--- config.mk ---
export PLATFORM = sky130hd
export DESIGN_NAME = sarcc_top
export DESIGN_NICKNAME = d
export VERILOG_FILES = /design/src/inc/sarcc_pkg.sv /design/src/logic/sarcc_top.sv
export VERILOG_INCLUDE_DIRS = /design/src /design/src/inc
export SDC_FILE = /design/constraint.sdc
export NUM_CORES = 1
export LEC_CHECK = 0
export ABC_CLOCK_PERIOD_IN_PS = 3900
export BUFFER_PORTS_ARGS = -buffer_cell sky130_fd_sc_hd__buf_2
export CORE_MARGIN = 4
export CORE_UTILIZATION = 53
export CTS_BUF_LIST = sky130_fd_sc_hd__clkbuf_16
export CTS_CLUSTER_DIAMETER = 100
export DETAILED_ROUTE_END_ITERATION = 10
export PLACE_DENSITY = 0.73
export SETUP_SLACK_MARGIN = 0.1
export SLEW_MARGIN = 0
export SYNTH_ARGS = -nofsm -noshare
export SYNTH_HDL_FRONTEND = slang
export SYNTH_SLANG_ARGS = --single-unit
--- constraint.sdc ---
create_clock -name sys_clk -period 3.9 [get_ports sys_clk]
set_clock_uncertainty 0.15 [all_clocks]
set_input_delay 0.195 -clock sys_clk [delete_from_list [all_inputs] [get_ports sys_clk]]
set_output_delay 0.195 -clock sys_clk [all_outputs]
set_load 0.03 [all_outputs]
--- src/inc/sarcc_defs.svh ---
// Register offsets, field positions, reset values and timing counts of the converter control
`ifndef SARCC_DEFS_SVH
`define SARCC_DEFS_SVH

`define SARCC_OFS_SC1      4'h0
`define SARCC_OFS_SC2      4'h1
`define SARCC_OFS_RESHI    4'h2
`define SARCC_OFS_RESLO    4'h3
`define SARCC_OFS_CMPHI    4'h4
`define SARCC_OFS_CMPLO    4'h5
`define SARCC_OFS_CFG      4'h6
`define SARCC_OFS_PINHI    4'h7

`define SARCC_SC1_DONE     7
`define SARCC_SC1_IEN      6
`define SARCC_SC1_CONT     5
`define SARCC_SC2_HWTEN    5
`define SARCC_SC2_CMPEN    4
`define SARCC_SC2_CMPGT    3
`define SARCC_CFG_DIV      5
`define SARCC_CFG_MODE     2
`define SARCC_CFG_CLK      0

`define SARCC_CH_OFF       5'h1f
`define SARCC_MODE_8       2'h0
`define SARCC_MODE_10      2'h2
`define SARCC_CLK_BUS      2'h0
`define SARCC_CLK_HALF     2'h1
`define SARCC_CLK_ALT      2'h2
`define SARCC_CLK_ASYNC    2'h3

`define SARCC_SC1_RESET    8'h1f
`define SARCC_SAMPLE_TICKS 4'h4
`define SARCC_BITS_10      4'hb
`define SARCC_BITS_8       4'h9

`endif

--- src/inc/sarcc_pkg.sv ---
// Types of the converter control: bus request, FSM states and the state record
package sarcc_pkg;

    typedef struct packed {
        logic [3:0] addr;
        logic [7:0] wdata;
        logic       wr;
        logic       rd;
    } sarcc_bus_s;

    typedef enum logic [3:0] {
        ST_IDLE   = 4'b0001,
        ST_SAMPLE = 4'b0010,
        ST_CONV   = 4'b0100,
        ST_STORE  = 4'b1000
    } sarcc_state_e;

    typedef struct packed {
        sarcc_state_e st;
        logic         done;
        logic         ien;
        logic         cont;
        logic [4:0]   ch;
        logic         hwtEn;
        logic         cmpEn;
        logic         cmpGt;
        logic [1:0]   div;
        logic [1:0]   mode;
        logic [1:0]   clkSel;
        logic [9:0]   cmpVal;
        logic [7:0]   pinHigh;
        logic [1:0]   resHi;
        logic [7:0]   resLo;
        logic [7:0]   rdData;
        logic         trgSync1;
        logic         trgSync2;
        logic         trgPrev;
        logic         halfTog;
        logic         altPrev;
        logic [7:0]   asyncCnt;
        logic [2:0]   divCnt;
        logic [3:0]   tickCnt;
        logic [3:0]   bitIdx;
        logic [10:0]  dac;
        logic [10:0]  raw;
        logic         series;
    } sarcc_state_s;

endpackage

--- src/logic/sarcc_top.sv ---
// Successive-approximation converter control: registers, clocking, trigger, sequencing, pins
//
// The implementer's own choices: the plain strobed port and the register offsets.
`timescale 1ns/1ps
`include "sarcc_defs.svh"

module sarcc_top
    import sarcc_pkg::*;
#(
    parameter logic [7:0] ASYNC_DIV = 8'h05
)(
    input  wire logic       sys_clk,
    input  wire logic       rst,
    input  wire sarcc_bus_s busReq,
    output logic [7:0]      rdData,
    output logic            irq,
    input  wire logic       alternate_clock,
    input  wire logic       lowPowerMode,
    input  wire logic       hwTriggerInput,
    output logic [4:0]      anaChannel,
    output logic            anaPowerOn,
    output logic            anaSample,
    output logic [10:0]     dacCode,
    input  wire logic       cmpIn,
    output logic            compareHit,
    input  wire logic [7:0] gpioOut,
    input  wire logic [7:0] gpioOe,
    input  wire logic [7:0] gpioPullEn,
    input  wire logic [7:0] padIn,
    output logic [7:0]      padOut,
    output logic [7:0]      padOe,
    output logic [7:0]      padPullEn,
    output logic [7:0]      gpioIn
);

    sarcc_state_s state_reg;
    sarcc_state_s state_next;

    logic        trigEdge;
    logic        srcTick;
    logic        adckTick;
    logic [2:0]  divMax;
    logic [3:0]  nBits;
    logic [9:0]  rounded;
    logic [9:0]  cmpRef;
    logic [9:0]  diff;
    logic        cmpTrue;
    logic        keep;
    logic        wrSc1;
    logic        wrMode;
    logic [10:0] dacTry;

    // Round an approximation half up to the stored width, saturating at full scale
    function automatic logic [9:0] sarcc_round(input logic [10:0] raw, input logic ten);
        logic [11:0] sum;
        sum = {1'b0, raw} + 12'h001;
        if (ten) begin
            sarcc_round = sum[11] ? 10'h3ff : sum[10:1];
        end else begin
            sarcc_round = sum[9] ? 10'h0ff : {2'h0, sum[8:1]};
        end
    endfunction

    assign padOut    = gpioOut;
    assign padOe     = gpioOe & ~state_reg.pinHigh;
    assign padPullEn = gpioPullEn & ~state_reg.pinHigh;
    assign gpioIn    = padIn & ~state_reg.pinHigh;

    assign rdData     = state_reg.rdData;
    assign irq        = state_reg.done & state_reg.ien;
    assign anaChannel = state_reg.ch;
    assign anaPowerOn = state_reg.st != ST_IDLE;
    assign anaSample  = state_reg.st == ST_SAMPLE;
    assign dacCode    = state_reg.dac;

    always_comb begin
        state_next = state_reg;
        state_next.trgSync1 = hwTriggerInput;
        state_next.trgSync2 = state_reg.trgSync1;
        state_next.trgPrev  = state_reg.trgSync2;
        trigEdge = state_reg.trgSync2 & ~state_reg.trgPrev;

        // Source ticks; bus-derived and alternate sources stop in low power, the async one does not
        state_next.halfTog = ~state_reg.halfTog;
        state_next.altPrev = alternate_clock;
        if (state_reg.clkSel == `SARCC_CLK_ASYNC) begin
            state_next.asyncCnt = (state_reg.asyncCnt == ASYNC_DIV - 8'h01) ? 8'h00
                                  : state_reg.asyncCnt + 8'h01;
        end else begin
            state_next.asyncCnt = 8'h00;
        end
        unique case (state_reg.clkSel)
            `SARCC_CLK_BUS:  srcTick = ~lowPowerMode;
            `SARCC_CLK_HALF: srcTick = ~lowPowerMode & state_reg.halfTog;
            `SARCC_CLK_ALT:  srcTick = ~lowPowerMode & alternate_clock & ~state_reg.altPrev;
            `SARCC_CLK_ASYNC: srcTick = state_reg.asyncCnt == 8'h00;
        endcase
        divMax   = 3'((4'h1 << state_reg.div) - 4'h1);
        adckTick = srcTick && (state_reg.divCnt == divMax);
        if (srcTick) begin
            state_next.divCnt = adckTick ? 3'h0 : state_reg.divCnt + 3'h1;
        end

        nBits   = (state_reg.mode == `SARCC_MODE_10) ? `SARCC_BITS_10 : `SARCC_BITS_8;
        rounded = sarcc_round(state_reg.raw, state_reg.mode == `SARCC_MODE_10);
        cmpRef  = (state_reg.mode == `SARCC_MODE_10) ? state_reg.cmpVal : {2'h0, state_reg.cmpVal[7:0]};
        diff    = rounded - cmpRef;
        cmpTrue = state_reg.cmpGt ? (rounded >= cmpRef) : (rounded < cmpRef);
        keep    = ~state_reg.cmpEn | cmpTrue;
        compareHit = (state_reg.st == ST_STORE) & state_reg.cmpEn & cmpTrue;
        dacTry  = cmpIn ? state_reg.dac : state_reg.dac & ~(11'h001 << state_reg.bitIdx);

        unique case (state_reg.st)
            ST_IDLE: begin
                if (trigEdge && state_reg.hwtEn && !state_reg.series) begin
                    state_next.st      = ST_SAMPLE;
                    state_next.tickCnt = 4'h0;
                    state_next.series  = state_reg.cont;
                end
            end
            ST_SAMPLE: begin
                if (adckTick) begin
                    state_next.tickCnt = state_reg.tickCnt + 4'h1;
                    if (state_reg.tickCnt == `SARCC_SAMPLE_TICKS - 4'h1) begin
                        state_next.st     = ST_CONV;
                        state_next.bitIdx = nBits - 4'h1;
                        state_next.dac    = 11'h001 << (nBits - 4'h1);
                    end
                end
            end
            ST_CONV: begin
                if (adckTick) begin
                    if (state_reg.bitIdx == 4'h0) begin
                        state_next.raw = dacTry;
                        state_next.dac = 11'h000;
                        state_next.st  = ST_STORE;
                    end else begin
                        state_next.dac    = dacTry | (11'h001 << (state_reg.bitIdx - 4'h1));
                        state_next.bitIdx = state_reg.bitIdx - 4'h1;
                    end
                end
            end
            ST_STORE: begin
                if (keep) begin
                    if (state_reg.mode == `SARCC_MODE_10) begin
                        state_next.resHi = state_reg.cmpEn ? diff[9:8] : rounded[9:8];
                    end else begin
                        state_next.resHi = 2'h0;
                    end
                    state_next.resLo = state_reg.cmpEn ? diff[7:0] : rounded[7:0];
                end
                state_next.tickCnt = 4'h0;
                state_next.st = state_reg.cont ? ST_SAMPLE : ST_IDLE;
                if (!state_reg.cont) begin
                    state_next.series = 1'b0;
                end
            end
        endcase

        // Register writes; a write to SC1, SC2, CFG, CMPHI or CMPLO aborts the running conversion
        wrSc1  = busReq.wr && busReq.addr == `SARCC_OFS_SC1;
        wrMode = busReq.wr && (busReq.addr == `SARCC_OFS_SC2 || busReq.addr == `SARCC_OFS_CFG
                 || busReq.addr == `SARCC_OFS_CMPHI || busReq.addr == `SARCC_OFS_CMPLO);
        if (busReq.rd && busReq.addr == `SARCC_OFS_RESLO) begin
            state_next.done = 1'b0;
        end
        if (wrSc1) begin
            state_next.done = 1'b0;
            state_next.ien  = busReq.wdata[`SARCC_SC1_IEN];
            state_next.cont = busReq.wdata[`SARCC_SC1_CONT];
            state_next.ch   = busReq.wdata[4:0];
        end
        if (wrSc1 || wrMode) begin
            state_next.st     = ST_IDLE;
            state_next.series = 1'b0;
            state_next.dac    = 11'h000;
        end
        if (wrSc1 && !state_reg.hwtEn && busReq.wdata[4:0] != `SARCC_CH_OFF) begin
            state_next.st      = ST_SAMPLE;
            state_next.tickCnt = 4'h0;
        end
        if (busReq.wr) begin
            unique case (busReq.addr)
                `SARCC_OFS_SC2: begin
                    state_next.hwtEn = busReq.wdata[`SARCC_SC2_HWTEN];
                    state_next.cmpEn = busReq.wdata[`SARCC_SC2_CMPEN];
                    state_next.cmpGt = busReq.wdata[`SARCC_SC2_CMPGT];
                end
                `SARCC_OFS_CMPHI: state_next.cmpVal[9:8] = busReq.wdata[1:0];
                `SARCC_OFS_CMPLO: state_next.cmpVal[7:0] = busReq.wdata;
                `SARCC_OFS_CFG: begin
                    state_next.div    = busReq.wdata[`SARCC_CFG_DIV +: 2];
                    state_next.mode   = busReq.wdata[`SARCC_CFG_MODE +: 2];
                    state_next.clkSel = busReq.wdata[`SARCC_CFG_CLK +: 2];
                end
                `SARCC_OFS_PINHI: state_next.pinHigh = busReq.wdata;
                default: ;
            endcase
        end

        // Completion sets the flag after a result-read clear in the same cycle, but not with an aborting write
        if (state_reg.st == ST_STORE && keep && !(wrSc1 || wrMode)) begin
            state_next.done = 1'b1;
        end
        if (state_next.ch == `SARCC_CH_OFF) begin
            state_next.st     = ST_IDLE;
            state_next.series = 1'b0;
            state_next.dac    = 11'h000;
        end

        state_next.rdData = 8'h00;
        if (busReq.rd) begin
            unique case (busReq.addr)
                `SARCC_OFS_SC1:   state_next.rdData = {state_reg.done, state_reg.ien,
                                                       state_reg.cont, state_reg.ch};
                `SARCC_OFS_SC2:   state_next.rdData = {1'b0, state_reg.st != ST_IDLE, state_reg.hwtEn,
                                                       state_reg.cmpEn, state_reg.cmpGt, 3'h0};
                `SARCC_OFS_RESHI: state_next.rdData = {6'h00, state_reg.resHi};
                `SARCC_OFS_RESLO: state_next.rdData = state_reg.resLo;
                `SARCC_OFS_CMPHI: state_next.rdData = {6'h00, state_reg.cmpVal[9:8]};
                `SARCC_OFS_CMPLO: state_next.rdData = state_reg.cmpVal[7:0];
                `SARCC_OFS_CFG:   state_next.rdData = {1'b0, state_reg.div, 1'b0,
                                                       state_reg.mode, state_reg.clkSel};
                `SARCC_OFS_PINHI: state_next.rdData = state_reg.pinHigh;
                default:          state_next.rdData = 8'h00;
            endcase
        end
    end

    always_ff @(posedge sys_clk) begin
        if (rst) begin
            state_reg        <= '0;
            state_reg.st     <= ST_IDLE;
            state_reg.ch     <= `SARCC_CH_OFF;
            state_reg.clkSel <= `SARCC_CLK_BUS;
        end else begin
            state_reg <= state_next;
        end
    end
endmodule

==> results of run 1 <==
==> critical path: stages, from the launching register on <==
cell and delay [ns]:
dfxtp_1 0.42, and4_1 0.25, and3_1 0.23, mux2_4 0.19, nor2b_2 0.18, ha_1 0.18
inv_1 0.05, fa_1 0.39, nand3_1 0.11, a21o_1 0.16, a21oi_1 0.12, nand2b_1 0.17
a211oi_2 0.26, buf_4 0.20
==> final cells by class <==
class	count	area share (%)
clock buffers	9	3.260
clock inverters	7	0.4528
inverters	24	1.304
multi-input cells	572	53.54
flip-flops and latches	104	30.16
well taps	143	2.590
repair buffers	108	8.694
==> worst max path at each step <==
stage                        from             to  slack (ns)  cells past startpoint
finish               state_reg[5]     compareHit        0.30                     13
global route         state_reg[5]     compareHit        0.11                     13
CTS                  state_reg[3]     compareHit        0.12                     13
detailed placement   state_reg[3]  state_reg[64]        0.28                     13
global placement     state_reg[3]  state_reg[64]        0.39                     13
floorplan           state_reg[86]     compareHit        0.32                     11
==> per-stage QoR <==
step / cell area [sq um] / cells / setup slack [ns] / power (mW)
final: 6908 / 967 / 0.3015 / 2.091
after global routing: 6908 / 967 / 0.1092 / 2.180
after detailed placement: 6558 / 945 / 0.2816 / 1.305
after global placement: 6558 / 945 / 0.3852 / 1.302
after CTS: 6875 / 966 / 0.1193 / 2.110
after floorplan: 6231 / 764 / 0.3219 / 1.251
==> power by group through the flow <==
stage	Combinational [mW]	Sequential, mW	Clock, mW
6_report	0.207	1.08	0.805
5_1_grt	0.224	1.08	0.876
4_1_cts	0.206	1.08	0.825
3_5_place_dp	0.202	1.10	0
3_3_place_gp	0.199	1.10	0
2_1_floorplan	0.152	1.10	0
==> kinds of logic (layout without fill, tap and decap cells) <==
logic type	Yosys count	count (layout)	synth area share, %
flip-flops	104	104	33.41
buffers and inverters	88	148	7.550
AO/OA/AOI/OAI	171	171	19.20
adder cells (fa/ha/maj)	21	21	4.337
AND/OR/NAND/NOR	319	319	25.58
XOR/XNOR	20	20	2.811
multiplexers	41	41	7.108
==> what timing repair did <==
item                       CTS  global route
gates resized for setup      3             5
setup buffers                0             1
pin swaps                    0             0
hold endpoints to repair     9             0
hold buffers                 5             0
gates cloned                 0             0
setup endpoints to repair    1             9
==> per-layer routing <==
metal  vias to the layer above  global-route usage, %
met5                         -                      0
met4                         0                  8.662
met3                        37                  5.959
met2                       253                  42.07
met1                      2613                  29.21
li1                       2785                      -
==> layout by cell type, fill, tap and decap left out, drive strengths merged, types with 7 or more instances in the layout <==
master  instances
a211oi         12
a21oi          58
a221oi          8
a22oi          11
buf           103
clkbuf          9
dfxtp         104
ha             20
inv            25
mux2i          33
nand2          91
nand2b         16
nand3          34
nand3b          7
nor2           78
nor2b          37
nor3           13
o21ai          29
xnor2           8
xor2           12
==> results.json, run 1 <==
{
  "status": "finished clean",
  "r2r-start": "state_reg[86]",
  "nFillCells": 1021,
  "dpl.hpwl_um": 12430,
  "drc": 0,
  "drive_gt1_share_pct": 17.60,
  "final_nets": 892,
  "crit_type": "reg2out",
  "hold_depth": 3,
  "ioPinCount": 112,
  "routabilityCongestion": 0.8959,
  "rr_worst_depth": 13,
  "cts_num_sinks": 104,
  "rsz0062_at_grt": "no",
  "final_util_pct": 60.24,
  "start_util_pct": 54.34,
  "num_vias": 5688,
  "clk_pin_slew_worst_paths_ns": 0.07,
  "grt_first_pass_wirelength_um": 25860,
  "cts_buffer_depth": 2,
  "synth_seq_cells": 104,
  "synth_edf_count": 0,
  "ys_seq_area_share_pct": 33.41,
  "grtUsageTotal_pct": 24.27,
  "syn_avg_cell_area_sq_um": 8.156,
  "wl_met2_um": 7559,
  "yosysMostFrequentCell": "dfxtp_1",
  "ys_warn_count": 0,
  "dr.pass1.iters": 5,
  "die_h_um": 116.4,
  "multi_input_area_sq_um": 3699,
  "end_kind": "output port",
  "max_freq_mhz": 277.9,
  "drv_slew": 0,
  "min_period_ns": 3.599,
  "ff_latch_area_sq_um": 2083,
  "hold_ws_ns": 0.01126,
  "syn2layout_area_growth_pct": 10.86,
  "synth_area_leaders": "dfxtp_1, nand2_1, mux2i_1, nor2_1, a21oi_1",
  "avgViaCountPerCell": 5.882,
  "diodes": 0,
  "port_buffers": 95,
  "cts_tree": "done",
  "syn-num-nets": 837,
  "cts_buffers": 9,
  "placementRows": 39,
  "antenna_found_initial": 0,
  "fin_crit_sh_pct": 92.27,
  "power_frac_clock_pct": 38.5,
  "grt_overflow": 0,
  "p_comb_share_pct": 9.9,
  "largest_register_ffs": 78,
  "async_flop_share_pct": 0,
  "drt-total-wl_um": 16280,
  "maxSlewHeadroom_pct": 35.95,
  "setup_violations": 0,
  "switching_share_pct": 25.27,
  "dieArea_sq_um": 13550,
  "fin_tns_setup_ns": 0,
  "worst_pin_slew_ns": 0.9608,
  "ant_nets": 0,
  "grt_pass1_vias": 5204,
  "ir_drop_v": 0.0003491,
  "wl_met3_um": 1433,
  "htreeDepth": 3,
  "cts_root_buf": "clkbuf_16",
  "synth_common_cells": "dfxtp_1, nand2_1, nor2_1",
  "core_area_sq_um": 11470,
  "arrival_ns": 3.25,
  "power.density_nw_per_um2": 302.7,
  "max-cap-violations": 0,
  "post_synth_instance_area_sq_um": 6231,
  "yosys.area.top_type": "dfxtp_1",
  "drtIter0Drc": 361,
  "p_leak_nw": 2.725,
  "p_seq_share_pct": 51.6,
  "hold_path_class": "in2reg",
  "path_max_fanout": 6,
  "wl_met1_um": 6776,
  "startpoint_type": "flip-flop",
  "p_switching_uw": 528.5,
  "top_layer": "met4",
  "p_int_mw": 1.563,
  "final-hold-violation-count": 0,
  "worstSkewPairLatency_ns": 0.36,
  "wl_per_cell_um": 16.84,
  "timing.rr.end": "state_reg[58]",
  "synth_cells": 764,
  "fp.dieW_um": 116.4,
  "rrSetupSlack_ns": 0.39,
  "min_to": "state_reg[69]",
  "synth_ff_type": "dfxtp_1",
  "grt_max_degree": 63,
  "critPathRequiredTime_ns": 3.56,
  "synth_top_area_share_pct": 33.41,
  "min-delay-start": "busReq[6]",
  "ys_types": 80
}
Note: power is estimated with default switching activity, not from simulation.
==> run 2: changes to the inputs <==
--- a/config.mk
+++ b/config.mk
@@ -8,7 +8,6 @@
 export LEC_CHECK = 0
 export ABC_CLOCK_PERIOD_IN_PS = 3900
 export BUFFER_PORTS_ARGS = -buffer_cell sky130_fd_sc_hd__buf_2
-export CORE_MARGIN = 4
 export CORE_UTILIZATION = 53
 export CTS_BUF_LIST = sky130_fd_sc_hd__clkbuf_16
 export CTS_CLUSTER_DIAMETER = 100
==> results.json, run 2 (synthesis results as in run 1) <==
{
  "die_h_um": 110.4,
  "drc": 0,
  "dpl.hpwl_um": 12440,
  "r2r-start": "state_reg[1]",
  "final_cell_mix": "dfxtp_1, buf_2, nand2_1, nor2_1, a21oi_1",
  "grt_max_degree": 63,
  "ioPinCount": 112,
  "placement.cell_area_sq_um": 6550,
  "power.density_nw_per_um2": 308.9,
  "drive_gt1_share_pct": 18.57,
  "grtUsageTotal_pct": 27.45,
  "worst_pin_slew_ns": 1.004,
  "grt_overflow": 0,
  "min-delay-start": "busReq[6]",
  "final-hold-violation-count": 0,
  "rr_worst_depth": 12,
  "fin_tns_setup_ns": 0,
  "drtIter0Drc": 359,
  "dr.pass1.iters": 7,
  "rrSetupSlack_ns": 0.36,
  "arrival_ns": 3.22,
  "drv_slew": 0,
  "timing.rr.end": "state_reg[57]",
  "hold_depth": 3,
  "dieArea_sq_um": 12190,
  "hold_path_class": "in2reg",
  "final_util_pct": 60.66,
  "placementRows": 39,
  "path_cells": "and4_4 -> and3_4 -> mux2_4 -> nor2b_1 -> ha_1 -> inv_1 -> fa_1 -> nand3_1 -> a21o_1 -> a21oi_1 -> nand2b_1 -> a211oi_2 -> buf_4",
  "port_buffers": 95,
  "cts_root_buf": "clkbuf_16",
  "min_to": "state_reg[69]",
  "end_kind": "output port",
  "final_nets": 892,
  "slowest_stage": "fa_1",
  "antenna_found_initial": 0,
  "syn2layout_area_growth_pct": 11.16,
  "grt_first_pass_wirelength_um": 27290,
  "num_vias": 5752,
  "maxSlewHeadroom_pct": 33.05,
  "avgViaCountPerCell": 5.948,
  "path_buf_inv": 2,
  "wl_per_cell_um": 16.96,
  "cp_slowest_stage_delay_ns": 0.39,
  "ant_nets": 0,
  "grt_pass1_vias": 5493,
  "fin_crit_sh_pct": 91.51,
  "critPathRequiredTime_ns": 3.56,
  "rsz0062_at_grt": "no",
  "startpoint_type": "flip-flop",
  "crit_family": "simple AND/OR/NAND/NOR gates",
  "setup_violations": 0,
  "fp.dieW_um": 110.4,
  "placed_cells": 944,
  "worstSkewPairLatency_ns": 0.36,
  "cts_buffer_depth": 2,
  "final_common_cell": "dfxtp_1",
  "start_util_pct": 54.57,
  "htreeDepth": 3,
  "status": "finished clean",
  "cts_num_sinks": 104,
  "drt-total-wl_um": 16400,
  "max_freq_mhz": 280.2,
  "clk_pin_slew_worst_paths_ns": 0.07,
  "routabilityCongestion": 0.9095,
  "max-cap-violations": 0,
  "finish.instance_area_sq_um": 6927,
  "cts_buffers": 9,
  "crit_type": "reg2out",
  "path_max_fanout": 5,
  "largest_register_ffs": 78,
  "ir_drop_v": 0.0004363,
  "min_period_ns": 3.569,
  "p_leak_nw": 2.720,
  "diodes": 0,
  "cts_tree": "done",
  "final_cells": 967,
  "p_total_mw": 2.140,
  "core_area_sq_um": 11420
}
[run 2: cell counts in the layout (fill, tap and decap cells not counted)]
No cell type changed its count.
[run 2: repair_timing]
action | in CTS | in global routing
endpoints found under the hold margin | 9 | 0
resized for setup | 4 | 8
hold buffers | 5 | 0
pin swaps | 0 | 1
endpoints found under the setup margin | 1 | 6
setup buffers | 2 | 0
[run 2: power breakdown]
part           internal [mW]  leakage [nW]  switching (mW)  total, mW
clock network          0.439         0.136           0.414      0.853
registers               1.07         0.842         0.00851       1.08
logic                 0.0720          1.74           0.136      0.208
total                   1.58          2.72           0.558       2.14
[run 2: worst max-delay path by stage]
stage	start	slack (ns)	end	depth (start not counted)
after CTS	state_reg[3]	0.18	compareHit	13
final	state_reg[4]	0.33	compareHit	13
after global routing	state_reg[7]	0.11	compareHit	13
after global placement	state_reg[3]	0.37	state_reg[64]	13
after detailed placement	state_reg[3]	0.19	state_reg[57]	13
after floorplan	state_reg[86]	0.32	compareHit	11
[run 2: tightest hold or removal path, delay by kind of cell]
| kind | cells | cell delay (ns) |
|---|---|---|
| buffers and inverters | 1 | 0.15 |
| and+or+nand+nor | 1 | 0.07 |
| AOI/OAI and AO/OA | 1 | 0.05 |
[run 2: through the flow]
step                      hold WS, ns  setup WS (ns)
after floorplan                0.1243         0.3219
after global placement         0.2402         0.3738
after detailed placement       0.2402         0.1921
after CTS                    0.004191         0.1774
after global routing          0.01550         0.1129
final                         0.01368         0.3312
[run 2: cell type report]
| type | count | area (sq um) |
|---|---|---|
| fillers | 1020 | 4492 |
| multi-input cells | 572 | 3701 |
| flip-flops and latches | 104 | 2087 |
| repair buffers | 108 | 588.1 |
| clock buffers | 9 | 225.2 |
| well taps | 143 | 178.9 |
| inverters | 24 | 90.09 |
| clock inverters | 7 | 56.30 |
[run 2: per-layer routing]
metal	global-route usage (%)	wire length (um)
met5	0	0
met4	8.622	365
met3	6.037	1264
met2	45.59	7701
met1	35.40	7068
